--- src/hw/timer8_pkg.sv ---
// constants shared by the 8-bit timer output compare block
package timer8_pkg;
  // register offsets on the plain register port
  localparam logic [3:0] OFS_COUNT     = 4'h0;
  localparam logic [3:0] OFS_CMP_A     = 4'h1;
  localparam logic [3:0] OFS_CMP_B     = 4'h2;
  localparam logic [3:0] OFS_CTRL      = 4'h3;
  localparam logic [3:0] OFS_FLAGS     = 4'h4;
  localparam logic [3:0] OFS_IRQ_EN    = 4'h5;
  localparam logic [3:0] OFS_FORCE     = 4'h6;
  localparam logic [3:0] OFS_OUT_STATE = 4'h7;
  // control register fields
  localparam int CTRL_WGM_LSB  = 0;
  localparam int CTRL_RUN_BIT  = 3;
  localparam int CTRL_COMA_LSB = 4;
  localparam int CTRL_COMB_LSB = 6;
  // flag and enable bit positions
  localparam int FLAG_OVF = 0;
  localparam int FLAG_CMA = 1;
  localparam int FLAG_CMB = 2;
  // reset values
  localparam logic [7:0] RST_BYTE = 8'h00;
  localparam logic [2:0] RST_WGM  = 3'h0;
  // count limits
  localparam logic [7:0] CNT_MAX    = 8'hff;
  localparam logic [7:0] CNT_BOTTOM = 8'h00;
  // waveform modes
  typedef enum logic [2:0] {
    WGM_NORMAL   = 3'b000,
    WGM_PC_MAX   = 3'b001,
    WGM_CTC      = 3'b010,
    WGM_FAST_MAX = 3'b011,
    WGM_RSV4     = 3'b100,
    WGM_PC_OCR   = 3'b101,
    WGM_RSV6     = 3'b110,
    WGM_FAST_OCR = 3'b111
  } wgm_e;
endpackage : timer8_pkg

--- src/hw/timer8_output_compare_normal.sv ---
// 8-bit timer counter with two output compare channels and pin override
`timescale 1ns/100ps

// Behaviour
// - compare counter with both compare values always; match when equal.
// - flag set on the timer tick after equality is seen.
// - set flag with enable requests interrupt; acknowledge clears the flag.
// - writing one to a flag bit clears it; zero leaves it.
// - PWM modes buffer compare writes, loaded at top or bottom.
// - buffered writes reach buffer; unbuffered reach the active value.
// - force strobe in non-PWM modes acts on output only.
// - counter write blocks matches in the next timer tick, even stopped.
// - output state survives mode change; reset clears it to zero.
// - output mode unbuffered; applies at first match after write.
// - nonzero output mode overrides port data; direction from port.
// - output state reaches pin only when direction is output.
// - output mode zero leaves output state alone on match.
// - waveform mode sets counting; output mode sets pin action.
// - normal mode increments on every running tick, wraps max to zero.
// - overflow flag set as normal counting wraps max to zero; counting never clears it.
// - overflow interrupt acknowledge clears overflow flag.
// - normal mode accepts counter writes at any time.
// - counter write beats clear or count in the same cycle.
// - mode two clears counter on channel A match.
// - modes three and seven are fast PWM, buffered.
// - modes one and five are phase correct PWM, buffered.
module timer8_output_compare_normal
  import timer8_pkg::*;
#(
  parameter int W = 8
) (
  // clock and reset
  input  wire logic         clk_i,
  input  wire logic         rst_b_i,
  // timer tick enable from the prescaler
  input  wire logic         tick_i,
  // register port
  input  wire logic [3:0]   addr_i,
  input  wire logic [W-1:0] wdata_i,
  input  wire logic         wr_i,
  input  wire logic         rd_i,
  output logic      [W-1:0] rdata_o,
  // interrupt requests and acknowledges
  output logic              irq_ovf_o,
  output logic              irq_cmp_a_o,
  output logic              irq_cmp_b_o,
  input  wire logic         ack_ovf_i,
  input  wire logic         ack_cmp_a_i,
  input  wire logic         ack_cmp_b_i,
  // port pins
  input  wire logic [1:0]   port_data_i,
  input  wire logic [1:0]   compare_pin_direction_i,
  output logic      [1:0]   pin_o,
  output logic      [1:0]   pin_oe_o
);

  logic [W-1:0] timer_count;
  logic [W-1:0] compare_value_a;
  logic [W-1:0] compare_value_b;
  logic [W-1:0] buf_a;
  logic [W-1:0] buf_b;
  logic [7:0]   ctrl;
  logic [2:0]   irq_en;
  logic         overflow_flag;
  logic         compare_flag_a;
  logic         compare_flag_b;
  logic [1:0]   compare_output_state;
  logic         count_down;
  logic         block_pend;
  logic [1:0]   match_q;

  wgm_e        waveform_mode_select;
  logic        running;
  logic [1:0]  com_a;
  logic [1:0]  com_b;
  assign waveform_mode_select = wgm_e'(ctrl[CTRL_WGM_LSB +: 3]);
  assign running = ctrl[CTRL_RUN_BIT];
  assign com_a   = ctrl[CTRL_COMA_LSB +: 2];
  assign com_b   = ctrl[CTRL_COMB_LSB +: 2];

  // mode decode
  wire is_fast = (waveform_mode_select == WGM_FAST_MAX)
               || (waveform_mode_select == WGM_FAST_OCR);
  wire is_pc   = (waveform_mode_select == WGM_PC_MAX)
               || (waveform_mode_select == WGM_PC_OCR);
  wire is_pwm  = is_fast || is_pc;
  wire is_ctc  = (waveform_mode_select == WGM_CTC);
  wire top_ocr = waveform_mode_select[2];
  wire [W-1:0] top_val = top_ocr ? compare_value_a : CNT_MAX;

  // register decode
  wire wr_count = wr_i && (addr_i == OFS_COUNT);
  wire wr_cmpa  = wr_i && (addr_i == OFS_CMP_A);
  wire wr_cmpb  = wr_i && (addr_i == OFS_CMP_B);
  wire wr_ctrl  = wr_i && (addr_i == OFS_CTRL);
  wire wr_flags = wr_i && (addr_i == OFS_FLAGS);
  wire wr_irqen = wr_i && (addr_i == OFS_IRQ_EN);
  wire wr_force = wr_i && (addr_i == OFS_FORCE);

  // comparator, gated by the block after a counter write
  wire [1:0] match_raw = {timer_count == compare_value_b,
                          timer_count == compare_value_a};
  wire       blocked   = block_pend || wr_count;
  wire [1:0] match     = (tick_i && running && !blocked) ? match_raw : 2'b00;

  // counter next value
  wire at_top    = (timer_count == top_val);
  wire at_bottom = (timer_count == CNT_BOTTOM);
  logic [W-1:0] next_count;
  logic         next_down;
  always_comb begin
    next_count = timer_count + W'(1);
    next_down  = count_down;
    if (is_ctc && match_raw[0]) begin
      next_count = CNT_BOTTOM;
    end else if (is_fast && at_top) begin
      next_count = CNT_BOTTOM;
    end else if (is_pc) begin
      if (at_top && !count_down) begin
        next_down  = 1'b1;
        next_count = timer_count - W'(1);
      end else if (at_bottom && count_down) begin
        next_down  = 1'b0;
      end else if (count_down) begin
        next_count = timer_count - W'(1);
      end
    end
  end
  wire step = tick_i && running;
  wire ovf_evt = step && (is_pc ? (at_bottom && count_down && timer_count != top_val)
                                : (next_count == CNT_BOTTOM && !is_ctc) ||
                                  (is_ctc && timer_count == CNT_MAX));
  wire load_buf = step && (is_fast ? (next_count == CNT_BOTTOM)
                                   : (is_pc && at_top && !count_down));

  always_ff @(posedge clk_i or negedge rst_b_i) begin
    if (!rst_b_i) begin
      timer_count <= RST_BYTE;
      count_down  <= 1'b0;
    end else if (wr_count) begin
      timer_count <= wdata_i;
    end else if (step) begin
      timer_count <= next_count;
      count_down  <= next_down;
    end
  end

  // block stays armed until the next timer tick passes
  always_ff @(posedge clk_i or negedge rst_b_i) begin
    if (!rst_b_i) begin
      block_pend <= 1'b0;
    end else if (wr_count) begin
      block_pend <= 1'b1;
    end else if (tick_i) begin
      block_pend <= 1'b0;
    end
  end

  // compare values and their buffers
  always_ff @(posedge clk_i or negedge rst_b_i) begin
    if (!rst_b_i) begin
      compare_value_a <= RST_BYTE;
      compare_value_b <= RST_BYTE;
      buf_a           <= RST_BYTE;
      buf_b           <= RST_BYTE;
    end else begin
      if (wr_cmpa) begin
        buf_a <= wdata_i;
      end
      if (wr_cmpb) begin
        buf_b <= wdata_i;
      end
      if (!is_pwm && wr_cmpa) begin
        compare_value_a <= wdata_i;
      end else if (is_pwm && load_buf) begin
        compare_value_a <= buf_a;
      end
      if (!is_pwm && wr_cmpb) begin
        compare_value_b <= wdata_i;
      end else if (is_pwm && load_buf) begin
        compare_value_b <= buf_b;
      end
    end
  end

  // control and enables
  always_ff @(posedge clk_i or negedge rst_b_i) begin
    if (!rst_b_i) begin
      ctrl   <= RST_BYTE;
      irq_en <= 3'h0;
    end else begin
      if (wr_ctrl) begin
        ctrl <= wdata_i;
      end
      if (wr_irqen) begin
        irq_en <= wdata_i[2:0];
      end
    end
  end

  // match delayed one timer tick to set the flags
  always_ff @(posedge clk_i or negedge rst_b_i) begin
    if (!rst_b_i) begin
      match_q <= 2'b00;
    end else if (tick_i) begin
      match_q <= match;
    end
  end
  wire [1:0] flag_set = tick_i ? match_q : 2'b00;

  // flags: a set in the same cycle as a clear wins
  wire clr_ovf = ack_ovf_i   || (wr_flags && wdata_i[FLAG_OVF]);
  wire clr_a   = ack_cmp_a_i || (wr_flags && wdata_i[FLAG_CMA]);
  wire clr_b   = ack_cmp_b_i || (wr_flags && wdata_i[FLAG_CMB]);
  always_ff @(posedge clk_i or negedge rst_b_i) begin
    if (!rst_b_i) begin
      overflow_flag  <= 1'b0;
      compare_flag_a <= 1'b0;
      compare_flag_b <= 1'b0;
    end else begin
      overflow_flag  <= ovf_evt     || (overflow_flag  && !clr_ovf);
      compare_flag_a <= flag_set[0] || (compare_flag_a && !clr_a);
      compare_flag_b <= flag_set[1] || (compare_flag_b && !clr_b);
    end
  end

  assign irq_ovf_o   = overflow_flag  && irq_en[FLAG_OVF];
  assign irq_cmp_a_o = compare_flag_a && irq_en[FLAG_CMA];
  assign irq_cmp_b_o = compare_flag_b && irq_en[FLAG_CMB];

  // waveform generator per channel
  wire [1:0] force_hit = (wr_force && !is_pwm) ? wdata_i[1:0] : 2'b00;
  wire [3:0] com_all   = {com_b, com_a};
  wire       pwm_bot   = step && is_fast && (next_count == CNT_BOTTOM);
  wire  [1:0] next_state;
  genvar ch;
  generate
    for (ch = 0; ch < 2; ch++) begin : g_ch
      wire [1:0] com = com_all[2*ch +: 2];
      wire       hit = match[ch] || force_hit[ch];
      // one variable per channel keeps each bit to a single driver
      logic      nxt;
      always_comb begin
        nxt = compare_output_state[ch];
        if (!is_pwm && hit) begin
          unique case (com)
            2'b00: nxt = compare_output_state[ch];
            2'b01: nxt = !compare_output_state[ch];
            2'b10: nxt = 1'b0;
            2'b11: nxt = 1'b1;
          endcase
        end else if (is_fast && com[1]) begin
          if (match[ch]) begin
            nxt = com[0];
          end else if (pwm_bot) begin
            nxt = !com[0];
          end
        end else if (is_pc && com[1] && match[ch]) begin
          nxt = count_down ? !com[0] : com[0];
        end else if (is_pwm && com == 2'b01 && ch == 0 && top_ocr && match[ch]) begin
          nxt = !compare_output_state[ch];
        end
      end
      assign next_state[ch] = nxt;
      // port override: direction always from the port
      assign pin_o[ch]    = (com != 2'b00) ? compare_output_state[ch]
                                           : port_data_i[ch];
      assign pin_oe_o[ch] = compare_pin_direction_i[ch];
    end
  endgenerate

  // output state is untouched by mode writes
  always_ff @(posedge clk_i or negedge rst_b_i) begin
    if (!rst_b_i) begin
      compare_output_state <= 2'b00;
    end else begin
      compare_output_state <= next_state;
    end
  end

  // read mux
  logic [W-1:0] rd_mux;
  always_comb begin
    unique case (addr_i)
      OFS_COUNT:     rd_mux = timer_count;
      OFS_CMP_A:     rd_mux = is_pwm ? buf_a : compare_value_a;
      OFS_CMP_B:     rd_mux = is_pwm ? buf_b : compare_value_b;
      OFS_CTRL:      rd_mux = ctrl;
      OFS_FLAGS:     rd_mux = {5'h00, compare_flag_b, compare_flag_a, overflow_flag};
      OFS_IRQ_EN:    rd_mux = {5'h00, irq_en};
      OFS_OUT_STATE: rd_mux = {6'h00, compare_output_state};
      default:       rd_mux = RST_BYTE;
    endcase
  end
  always_ff @(posedge clk_i or negedge rst_b_i) begin
    if (!rst_b_i) begin
      rdata_o <= RST_BYTE;
    end else if (rd_i) begin
      rdata_o <= rd_mux;
    end else begin
      rdata_o <= RST_BYTE;
    end
  end

  // checks
  chk_flag_delay: assert property (@(posedge clk_i) disable iff (!rst_b_i)
    (tick_i && match_q[0]) |=> compare_flag_a)
    else $error("flag a not set one tick after match");
  chk_flag_not_early: assert property (@(posedge clk_i) disable iff (!rst_b_i)
    (match[0] && !match_q[0] && !compare_flag_a) |=> !compare_flag_a)
    else $error("flag a set in the match tick");
  chk_block_write: assert property (@(posedge clk_i) disable iff (!rst_b_i)
    ((wr_count || block_pend) && !is_pwm && !wr_force) |=> $stable(compare_output_state))
    else $error("match acted while counter write block armed");
  chk_write_wins: assert property (@(posedge clk_i) disable iff (!rst_b_i)
    wr_count |=> timer_count == $past(wdata_i))
    else $error("counter write lost");
  chk_wrap_normal: assert property (@(posedge clk_i) disable iff (!rst_b_i)
    (step && !wr_count && waveform_mode_select == WGM_NORMAL && timer_count == CNT_MAX)
      |=> timer_count == CNT_BOTTOM && overflow_flag)
    else $error("normal wrap or overflow flag wrong");
  chk_normal_count: assert property (@(posedge clk_i) disable iff (!rst_b_i)
    (step && !wr_count && waveform_mode_select == WGM_NORMAL)
      |=> (timer_count == $past(timer_count) + W'(1)))
    else $error("normal mode did not increment");
  chk_ctc_clear: assert property (@(posedge clk_i) disable iff (!rst_b_i)
    (step && !wr_count && is_ctc && match_raw[0]) |=> timer_count == CNT_BOTTOM)
    else $error("clear on match did not clear counter");
  chk_force_noflag: assert property (@(posedge clk_i) disable iff (!rst_b_i)
    (force_hit[0] && !match[0] && !match_q[0] && !compare_flag_a) |=> !compare_flag_a)
    else $error("force set the flag");
  chk_force_pwm_ignored: assert property (@(posedge clk_i) disable iff (!rst_b_i)
    (wr_force && is_pwm && !tick_i) |=> $stable(compare_output_state))
    else $error("force acted in a pwm mode");
  chk_com_zero: assert property (@(posedge clk_i) disable iff (!rst_b_i)
    (!is_pwm && com_a == 2'b00) |=> $stable(compare_output_state[0]))
    else $error("state changed with output mode zero");
  chk_mode_keeps_state: assert property (@(posedge clk_i) disable iff (!rst_b_i)
    (wr_ctrl && !tick_i) |=> $stable(compare_output_state))
    else $error("mode write changed output state");
  chk_w1c_flag: assert property (@(posedge clk_i) disable iff (!rst_b_i)
    (wr_flags && wdata_i[FLAG_CMA] && !flag_set[0]) |=> !compare_flag_a)
    else $error("write one did not clear flag");
  chk_ack_clears_a: assert property (@(posedge clk_i) disable iff (!rst_b_i)
    (ack_cmp_a_i && !flag_set[0]) |=> !compare_flag_a)
    else $error("acknowledge did not clear flag a");
  chk_ovf_ack: assert property (@(posedge clk_i) disable iff (!rst_b_i)
    (ack_ovf_i && !ovf_evt) |=> !overflow_flag)
    else $error("acknowledge did not clear overflow flag");
  chk_ovf_sticky: assert property (@(posedge clk_i) disable iff (!rst_b_i)
    (overflow_flag && !clr_ovf) |=> overflow_flag)
    else $error("overflow flag cleared by counting");
  chk_pin_override: assert property (@(posedge clk_i) disable iff (!rst_b_i)
    (com_a != 2'b00) |-> pin_o[0] == compare_output_state[0])
    else $error("pin not overridden");
  chk_port_passthru: assert property (@(posedge clk_i) disable iff (!rst_b_i)
    (com_b == 2'b00) |-> pin_o[1] == port_data_i[1])
    else $error("port data not passed with output mode zero");
  chk_pin_direction: assert property (@(posedge clk_i) disable iff (!rst_b_i)
    pin_oe_o == compare_pin_direction_i)
    else $error("pin enable not taken from direction bits");
  chk_direct_write: assert property (@(posedge clk_i) disable iff (!rst_b_i)
    (wr_cmpa && !is_pwm) |=> compare_value_a == $past(wdata_i))
    else $error("unbuffered write missed active value");
  chk_buffered_write: assert property (@(posedge clk_i) disable iff (!rst_b_i)
    (wr_cmpa && is_pwm && !load_buf) |=> $stable(compare_value_a))
    else $error("pwm write reached active value");
  cov_ovf: cover property (@(posedge clk_i) ovf_evt);
  cov_match_flag: cover property (@(posedge clk_i) flag_set[0]);
  cov_force: cover property (@(posedge clk_i) force_hit != 2'b00);
  cov_load: cover property (@(posedge clk_i) load_buf);

endmodule : timer8_output_compare_normal

--- config.mk ---
export PLATFORM = sky130hd
export DESIGN_NAME = timer8_output_compare_normal
export DESIGN_NICKNAME = d
export VERILOG_FILES = /design/src/hw/timer8_pkg.sv /design/src/hw/timer8_output_compare_normal.sv
export SDC_FILE = /design/constraint.sdc
export NUM_CORES = 1
export LEC_CHECK = 0
export BUFFER_PORTS_ARGS = -buffer_cell sky130_fd_sc_hd__buf_2
export CAP_MARGIN = 20
export CORE_MARGIN = 3
export CORE_UTILIZATION = 39
export DETAILED_ROUTE_END_ITERATION = 6
export SYNTH_ARGS = -nofsm -noshare
export SYNTH_HDL_FRONTEND = slang
export SYNTH_SLANG_ARGS = --single-unit
--- constraint.sdc ---
create_clock -name clk_i -period 8.3 [get_ports clk_i]
set_input_delay 0.415 -clock clk_i [delete_from_list [all_inputs] [get_ports clk_i]]
set_output_delay 0.415 -clock clk_i [all_outputs]
set_load 0.01 [all_outputs]
==> results.json, run 1 <==
{
  "htreeDepth": 3,
  "num_rows": 38,
  "die_height_um": 114,
  "seqCellArea_mm2": 0.00170,
  "nNetsFinal": 550,
  "tns_ns": 0,
  "synth_edf_count": 0,
  "start_util_pct": 41.0,
  "ys_seq_area_share_pct": 37.1,
  "synthXorXnorAreaFrac_pct": 2.67,
  "first_pass_iters": 5,
  "synth_compound_area_share_pct": 20.0,
  "clk_path_buf_depth": 2,
  "crit_chain": "nor2b_1, a2111oi_0, a211oi_1, nor3_4, mux2i_1, nand4_2, a21bo_2, a31oi_1",
  "fin_crit_sh_pct": 48.3,
  "ir_worst_vdd_mv": 0.188,
  "reg2reg_depth": 8,
  "grt_first_pass_wirelength_um": 23000,
  "wire_per_inst_um": 21.0,
  "multi_input_area_mm2": 0.00267,
  "synth.distinct_cells": 62,
  "die-area_mm2": 0.0131,
  "postCtsSetupBuffers": 0,
  "tritoncts": "done",
  "muxShareOfSynthArea_pct": 12.6,
  "path_buf_inv": 0,
  "synth_top_family_by_area": "simple AND/OR/NAND/NOR gates",
  "wl_um": 14000,
  "yosys-top-cells-count": "dfrtp_1 (68), nand2_1 (47), mux2_2 (46)",
  "outcome": "completed",
  "avgSynthCellArea_um2": 9.01,
  "slew_headroom_pct": 29.6,
  "path_class": "reg -> reg",
  "synth_top_area_cell": "dfrtp_1",
  "worst_pin_slew_ns": 1.06,
  "viasPerCell": 6.14,
  "syn-num-nets": 536,
  "path_max_fanout": 32,
  "fillCellCount": 1076,
  "required_ns": 8.55,
  "dp.final_hpwl_um": 10000,
  "worstSetupStartpointType": "flip-flop",
  "grt_max_degree": 69,
  "power_density_mw_per_mm2": 279,
  "antenna_cells": 0,
  "antenna_left": 0,
  "rsz0062_at_grt": "no",
  "vias": 4094,
  "leakagePower_uw": 0.00215,
  "ctsResizeCount": 0,
  "fp.dieW_um": 114,
  "timing.rr.end": "compare_value_b[7]$_DFFE_PN0P_",
  "hp-class": "in -> async",
  "ys.warnings.count": 0,
  "rr_startpoint": "timer_count[3]$_DFFE_PN0P_",
  "place_area_mm2": 0.00479,
  "setup_ws_ns": 4.29,
  "synthToLayoutAreaGrowth_pct": 11.6,
  "cts_hold_buf": 0,
  "first_iter_violations": 410,
  "drc": 0,
  "grt_pass1_vias": 4125,
  "path_clk_slew_ns": 0.06,
  "crit_family": "compound AO/OA/AOI/OAI gates",
  "crit_arrival_ns": 4.26,
  "setup.worst_path.end_class": "flip-flop",
  "rrSetupSlack_ns": 4.29,
  "grt_overflow": 0,
  "yosys.area_share.simple_pct": 22.1,
  "yosys-top-cells-area": "dfrtp_1 (37%), mux2_2 (11%), nand2_1 (3.8%)",
  "cp_slowest_stage_delay_ns": 0.74,
  "ys_seq_elements": 68,
  "post_synth_fa_ha_maj_area_fraction_pct": 0.819,
  "core_mm2": 0.0112,
  "design_area_mm2": 0.00511,
  "yosys.area.top_type_share_pct": 37.1,
  "grt_usage_pct": 22.3,
  "port_buffers": 34,
  "syn_area_mm2": 0.00458,
  "fmax_mhz": 249,
  "clock_skew_ns": 0.00614,
  "cts-root-buf": "clkbuf_16",
  "finalSetupViolCount": 0,
  "drive_gt1_share_pct": 23.9,
  "cts_buffers": 9,
  "io_pins": 39,
  "gp_congestion": 0.904,
  "syn-instance-count": 509,
  "worst_path_max_delay_cell": "nand4_2",
  "antenna_found_initial": 0,
  "place_ws_ns": 4.36,
  "max_cap_violations": 0,
  "fin_crit_ns": 4.01,
  "synthFlopType": "dfrtp_1",
  "async_reset_ff_share_pct": 100,
  "maxSlewViolCount": 0,
  "cts_sinks": 68,
  "clk-insertion-delay-late_ns": 0.33,
  "hold_viol": 0,
  "synth_most_common_cell": "dfrtp_1"
}
## power by group
part / switching, uW / leakage, uW / internal [uW]
logic: 241 / 0.00114 / 211
clock network: 154 / 0.000151 / 262
registers: 151 / 0.000855 / 409
## routing by layer
layer	GRT usage [%]	share of wire, %
met3	3.75	6.1
met2	34.1	46
met5	0	0
met1	33.0	46
met4	5.07	1.7
## worst max-delay path by stage
stage / start / to / slack, ns / cells past startpoint
final: timer_count[3]$_DFFE_PN0P_ / compare_value_b[7]$_DFFE_PN0P_ / 4.29 / 8
after global routing: timer_count[3]$_DFFE_PN0P_ / compare_value_a[0]$_DFFE_PN0P_ / 3.92 / 8
after CTS: timer_count[3]$_DFFE_PN0P_ / compare_value_b[7]$_DFFE_PN0P_ / 4.33 / 8
after detailed placement: timer_count[3]$_DFFE_PN0P_ / compare_value_b[7]$_DFFE_PN0P_ / 4.36 / 8
after global placement: timer_count[3]$_DFFE_PN0P_ / compare_value_b[2]$_DFFE_PN0P_ / 4.43 / 8
after floorplan: compare_value_a[6]$_DFFE_PN0P_ / compare_value_a[0]$_DFFE_PN0P_ / 5.46 / 9
## cell type report
type | count | share of cell area, %
multi-input cells | 390 | 52.1
flip-flops and latches | 68 | 33.3
clock buffers | 9 | 4.40
repair buffers | 38 | 3.86
well taps | 140 | 3.42
clock inverters | 6 | 1.76
inverters | 16 | 1.17
## cell families (layout without fill, tap and decap cells)
| kind of cell | after synthesis | in the layout |
|---|---|---|
| buffers and inverters | 51 | 69 |
| adders and majority gates | 3 | 3 |
| xor gates and xnor gates | 14 | 14 |
| muxes | 52 | 52 |
| DFF | 68 | 68 |
| and+or+nand+nor | 195 | 195 |
| AOI/OAI and AO/OA | 126 | 126 |
## stage by stage
stage                     hold WS (ns)  instances  total power [uW]  utilization [%]
after detailed placement         0.494        651              1010             42.9
after CTS                        0.332        666              1420             45.7
after floorplan                  0.119        509               870                -
final                            0.281        667              1430             45.8
after global routing             0.356        667              1510             45.8
after global placement           0.487        651               998             42.9
## cell usage in the layout (no fill, tap or decap), types with 12 or more instances in the layout
cell      n
dfrtp_1  68
nand2_1  47
mux2_2   46
nor2_1   39
buf_2    35
nand3_1  27
a21oi_1  21
o21ai_0  18
nor2b_1  17
a21bo_2  16
nand4_1  15
inv_1    14
a22oi_1  13
a31oi_1  12
## sequential cells by signal (all words and copies together) (netlist names), 2 cells and up
signal / flops
buf_a: 8
match_q: 2
compare_value_b: 8
rdata_o: 8
compare_value_a: 8
ctrl: 8
timer_count: 8
irq_en: 3
compare_output_state: 2
buf_b: 8
No activity file was read; power rests on OpenSTA's default activity.
==> inputs of run 2 (changes only) <==
==> constraint.sdc (replaced) <==
create_clock -name clk_i -period 4 [get_ports clk_i]
set_input_delay 0.2 -clock clk_i [delete_from_list [all_inputs] [get_ports clk_i]]
set_output_delay 0.2 -clock clk_i [all_outputs]
set_load 0.01 [all_outputs]
==> results.json, run 2 (synthesized netlist as in run 1, its figures left out) <==
{
  "required_ns": 4.25,
  "die_height_um": 114,
  "finalSetupViolCount": 0,
  "first_pass_iters": 7,
  "finalNonFillerCells": 674,
  "fillCellCount": 1085,
  "clk-insertion-delay-late_ns": 0.34,
  "outcome": "completed",
  "gp_congestion": 1.01,
  "start_util_pct": 41.0,
  "fin_crit_ns": 3.57,
  "crit_arrival_ns": 3.82,
  "final_common_cell": "dfrtp_1",
  "worstSetupStartpointType": "flip-flop",
  "drive_gt1_share_pct": 24.5,
  "tns_ns": 0,
  "ir_worst_vdd_mv": 0.394,
  "grt_usage_pct": 22.4,
  "antenna_found_initial": 0,
  "fin_crit_sh_pct": 89.3,
  "maxSlewViolCount": 0,
  "path_clk_slew_ns": 0.06,
  "grt_max_degree": 37,
  "cts_buffers": 9,
  "grt_overflow": 0,
  "dp.final_hpwl_um": 10100,
  "vias": 4214,
  "port_buffers": 34,
  "grt_first_pass_wirelength_um": 22900,
  "drc": 0,
  "grt_pass1_vias": 4159,
  "viasPerCell": 6.25,
  "die-area_mm2": 0.0131,
  "num_rows": 38,
  "dp_cells": 657,
  "wl_um": 14100,
  "first_iter_violations": 454,
  "worst_pin_slew_ns": 1.01,
  "multi_input_area_mm2": 0.00267,
  "clock_skew_ns": 0.00675,
  "core_mm2": 0.0112,
  "path_class": "reg -> reg",
  "io_pins": 39,
  "seqCellArea_mm2": 0.00170,
  "setup.worst_path.end_class": "flip-flop",
  "fmax_mhz": 280,
  "ctsResizeCount": 0,
  "antenna_left": 0,
  "htreeDepth": 3,
  "nNetsFinal": 556,
  "fp.dieW_um": 114,
  "wire_per_inst_um": 20.9,
  "clk_path_buf_depth": 2,
  "path_max_fanout": 32,
  "final_cell_mix": "dfrtp_1 (68), nand2_1 (47), mux2_2 (46), nor2_1 (39), buf_2 (34)",
  "leakagePower_uw": 0.00217,
  "rsz0062_at_grt": "no",
  "hold_viol": 0,
  "place_area_mm2": 0.00484,
  "synthToLayoutAreaGrowth_pct": 12.2,
  "antenna_cells": 0,
  "whs_ns": 0.147,
  "max_cap_violations": 0,
  "cts_sinks": 68,
  "slew_headroom_pct": 32.4,
  "hp-class": "in -> reg",
  "design_area_mm2": 0.00514,
  "cts-root-buf": "clkbuf_16",
  "tritoncts": "done",
  "power_density_mw_per_mm2": 575
}
run 2: cell types whose count changed in the layout (fill, tap and decap cells not counted), sizes merged:
cell,before,now
clkinvlp,1,2
bufinv,2,1
clkinv,4,3
buf,38,43
clkbuf,9,10
inv,15,16
dlygate4sd3,0,1
run 2: final timing paths:
check                                                      end  cells past startpoint  slack, ns                       start
min in group asynchronous                 buf_b[1]$_DFFE_PN0P_                      2       0.46                     rst_b_i
hold reg to reg                       compare_flag_a$_DFF_PN0_                      1       0.51      match_q[0]$_DFFE_PN0P_
setup / recovery                compare_value_a[2]$_DFFE_PN0P_                      9       0.43  timer_count[1]$_DFFE_PN0P_
max in group asynchronous  compare_output_state[0]$_DFFE_PN0P_                      3       2.56                     rst_b_i
setup reg to reg                compare_value_a[2]$_DFFE_PN0P_                      9       0.43  timer_count[1]$_DFFE_PN0P_
hold / removal                          match_q[0]$_DFFE_PN0P_                      2       0.15                      tick_i
run 2: per-stage QoR:
stage | total power, uW | worst slack [ns] | utilization [%]
final | 2960 | 0.428 | 46.0
after global placement | 2100 | 0.764 | 43.3
after floorplan | 1810 | 1.16 | -
after CTS | 2930 | 0.623 | 46.0
after global routing | 3120 | 0.179 | 46.0
after detailed placement | 2120 | 0.665 | 43.3
run 2: routing by layer:
metal	track usage, %	vias to the layer above	part of all wire, %	wire length, um
met1	31.6	2069	44	6260
met2	35.2	202	47	6640
met4	5.86	0	1.6	219
li1	-	1923	-	-
met5	0	-	0	0
met3	4.33	20	7.0	987
run 2: cell type report:
type	instances	share of cell area (%)
clock buffers	10	4.45
clock inverters	6	1.24
inverters	16	1.17
multi-input cells	390	51.8
flip-flops and latches	68	33.1
well taps	140	3.41
repair buffers	44	4.82
run 2: worst max-delay path: stages (launching register included):
cell	delay (ns)
dfrtp_1	0.56
nor2b_1	0.23
a2111oi_0	0.75
a211oi_1	0.24
nor3_4	0.43
mux2i_1	0.41
nand4_2	0.15
buf_4	0.28
a21bo_2	0.23
a31oi_1	0.20
run 2: power breakdown:
part | leakage (uW) | internal, uW | switching, uW
clock network | 0.000139 | 483 | 324
registers | 0.000855 | 850 | 278
logic | 0.00117 | 457 | 565
total | 0.00217 | 1790 | 1170
run 2: what timing repair did:
| action | in CTS | in global routing |
|---|---|---|
| hold buffers | 1 | 0 |
| buffers inserted | 0 | 0 |
| endpoints found under the hold margin | 32 | 0 |
==> inputs of run 3 (changes only) <==
--- a/config.mk
+++ b/config.mk
@@ -8,8 +8,9 @@
 export BUFFER_PORTS_ARGS = -buffer_cell sky130_fd_sc_hd__buf_2
 export CAP_MARGIN = 20
 export CORE_MARGIN = 3
-export CORE_UTILIZATION = 39
+export CORE_UTILIZATION = 54
 export DETAILED_ROUTE_END_ITERATION = 6
+export PLACE_DENSITY = 0.73
 export SYNTH_ARGS = -nofsm -noshare
 export SYNTH_HDL_FRONTEND = slang
 export SYNTH_SLANG_ARGS = --single-unit
==> results.json, run 3 (synthesized netlist as in run 1, its figures left out) <==
{
  "path_max_fanout": 15,
  "dp.final_hpwl_um": 9260,
  "finalNonFillerCells": 635,
  "maxSlewViolCount": 0,
  "core_mm2": 0.00797,
  "wl_um": 13000,
  "rsz0062_at_grt": "no",
  "drive_gt1_share_pct": 24.6,
  "antenna_left": 0,
  "start_util_pct": 57.5,
  "outcome": "completed",
  "fmax_mhz": 280,
  "tritoncts": "done",
  "grt_pass1_vias": 3895,
  "hold_start": "tick_i",
  "first_pass_iters": 7,
  "slew_headroom_pct": 31.1,
  "num_rows": 32,
  "crit_arrival_ns": 3.79,
  "finalPower_uw": 2630,
  "grt_usage_pct": 27.4,
  "die_height_um": 98.1,
  "die-area_mm2": 0.00963,
  "nNetsFinal": 555,
  "antenna_found_initial": 0,
  "crit_path_start": "timer_count[3]$_DFFE_PN0P_",
  "clk-insertion-delay-late_ns": 0.36,
  "fin_util_pct": 62.5,
  "reg2reg_depth": 8,
  "leakagePower_uw": 0.00211,
  "postCtsSetupBuffers": 0,
  "whs_path_depth": 2,
  "gp_congestion": 1.00,
  "hp-class": "in -> reg",
  "cts_sinks": 68,
  "path_class": "reg -> reg",
  "viasPerCell": 6.59,
  "finalSetupViolCount": 0,
  "io_pins": 39,
  "ir_worst_vdd_mv": 0.344,
  "fin_crit_sh_pct": 89.3,
  "drc": 0,
  "fin_crit_ns": 3.57,
  "grt_max_degree": 43,
  "worstSetupStartpointType": "flip-flop",
  "final_common_cell": "dfrtp_1",
  "cts-root-buf": "clkbuf_8",
  "clock_skew_ns": 0.00997,
  "seqCellArea_mm2": 0.00170,
  "grt_overflow": 0,
  "max_cap_violations": 0,
  "power_density_mw_per_mm2": 527,
  "multi_input_area_mm2": 0.00267,
  "clk_path_buf_depth": 2,
  "first_iter_violations": 441,
  "vias": 4184,
  "required_ns": 4.22,
  "synthToLayoutAreaGrowth_pct": 8.68,
  "whs_ns": 0.134,
  "antenna_cells": 0,
  "worst_pin_slew_ns": 1.03,
  "final_cell_mix": "dfrtp_1 (68), nand2_1 (47), mux2_2 (46), nor2_1 (39), buf_2 (34)",
  "rr_startpoint": "timer_count[3]$_DFFE_PN0P_",
  "fillCellCount": 683,
  "cts_buffers": 9,
  "path_clk_slew_ns": 0.09,
  "tns_ns": 0,
  "hold_viol": 0,
  "wire_per_inst_um": 20.5,
  "htreeDepth": 3,
  "fp.dieW_um": 98.1,
  "dp_cells": 617,
  "setup.worst_path.end_class": "flip-flop",
  "port_buffers": 34,
  "grt_first_pass_wirelength_um": 20900
}
[run 3: final timing paths]
path / to / slack [ns]
setup reg to reg: overflow_flag$_DFF_PN0_ / 0.43
max in group asynchronous: compare_value_b[2]$_DFFE_PN0P_ / 2.96
hold / removal: match_q[0]$_DFFE_PN0P_ / 0.13
hold reg to reg: compare_flag_a$_DFF_PN0_ / 0.51
setup / recovery: overflow_flag$_DFF_PN0_ / 0.43
min in group asynchronous: timer_count[0]$_DFFE_PN0P_ / 0.19
[run 3: per-stage QoR]
stage | worst slack (ns) | instance area, um2
3_3_place_gp | 0.786 | 4780
6_report | 0.429 | 4980
3_5_place_dp | 0.548 | 4780
2_1_floorplan | 1.16 | 4580
5_1_grt | 0.210 | 4980
4_1_cts | 0.580 | 4950
[run 3: critical path: stages (launching register included)]
cell	delay [ns]
dfrtp_1	0.57
nor2b_1	0.22
a2111oi_0	0.71
a211oi_1	0.26
nor3_4	0.40
mux2i_1	0.47
nand3_1	0.20
a2bb2oi_1	0.17
o311ai_0	0.42
[run 3: repair_timing]
action                    4_1_cts  5_1_grt
hold endpoints to repair        0       41
gates resized for setup         0        0
hold buffers                    0        1
[run 3: power by group]
part | leakage [uW] | internal (uW) | switching (uW) | total, uW
sequential | 0.000855 | 848 | 303 | 1150
combinational | 0.00117 | 445 | 501 | 946
clock | 0.0000860 | 228 | 301 | 529
total | 0.00211 | 1520 | 1110 | 2630
[run 3: area by class of cell]
cell class	instances	share of cell area [%]
inverter	16	1.21
tap	102	2.56
sequential	68	34.2
multi-input combinational	390	53.5
clock buffer	9	2.49
timing repair buffer	43	5.07
clock inverter	7	1.03
[run 3: routing by layer]
metal | GRT usage (%) | wire [um] | part of all wire, % | vias up
li1 | - | - | - | 1910
met1 | 38.6 | 5600 | 43 | 2058
met2 | 42.9 | 6190 | 48 | 189
met3 | 4.29 | 899 | 6.9 | 27
met4 | 10.3 | 296 | 2.3 | 0
met5 | 0 | 0 | 0 | -
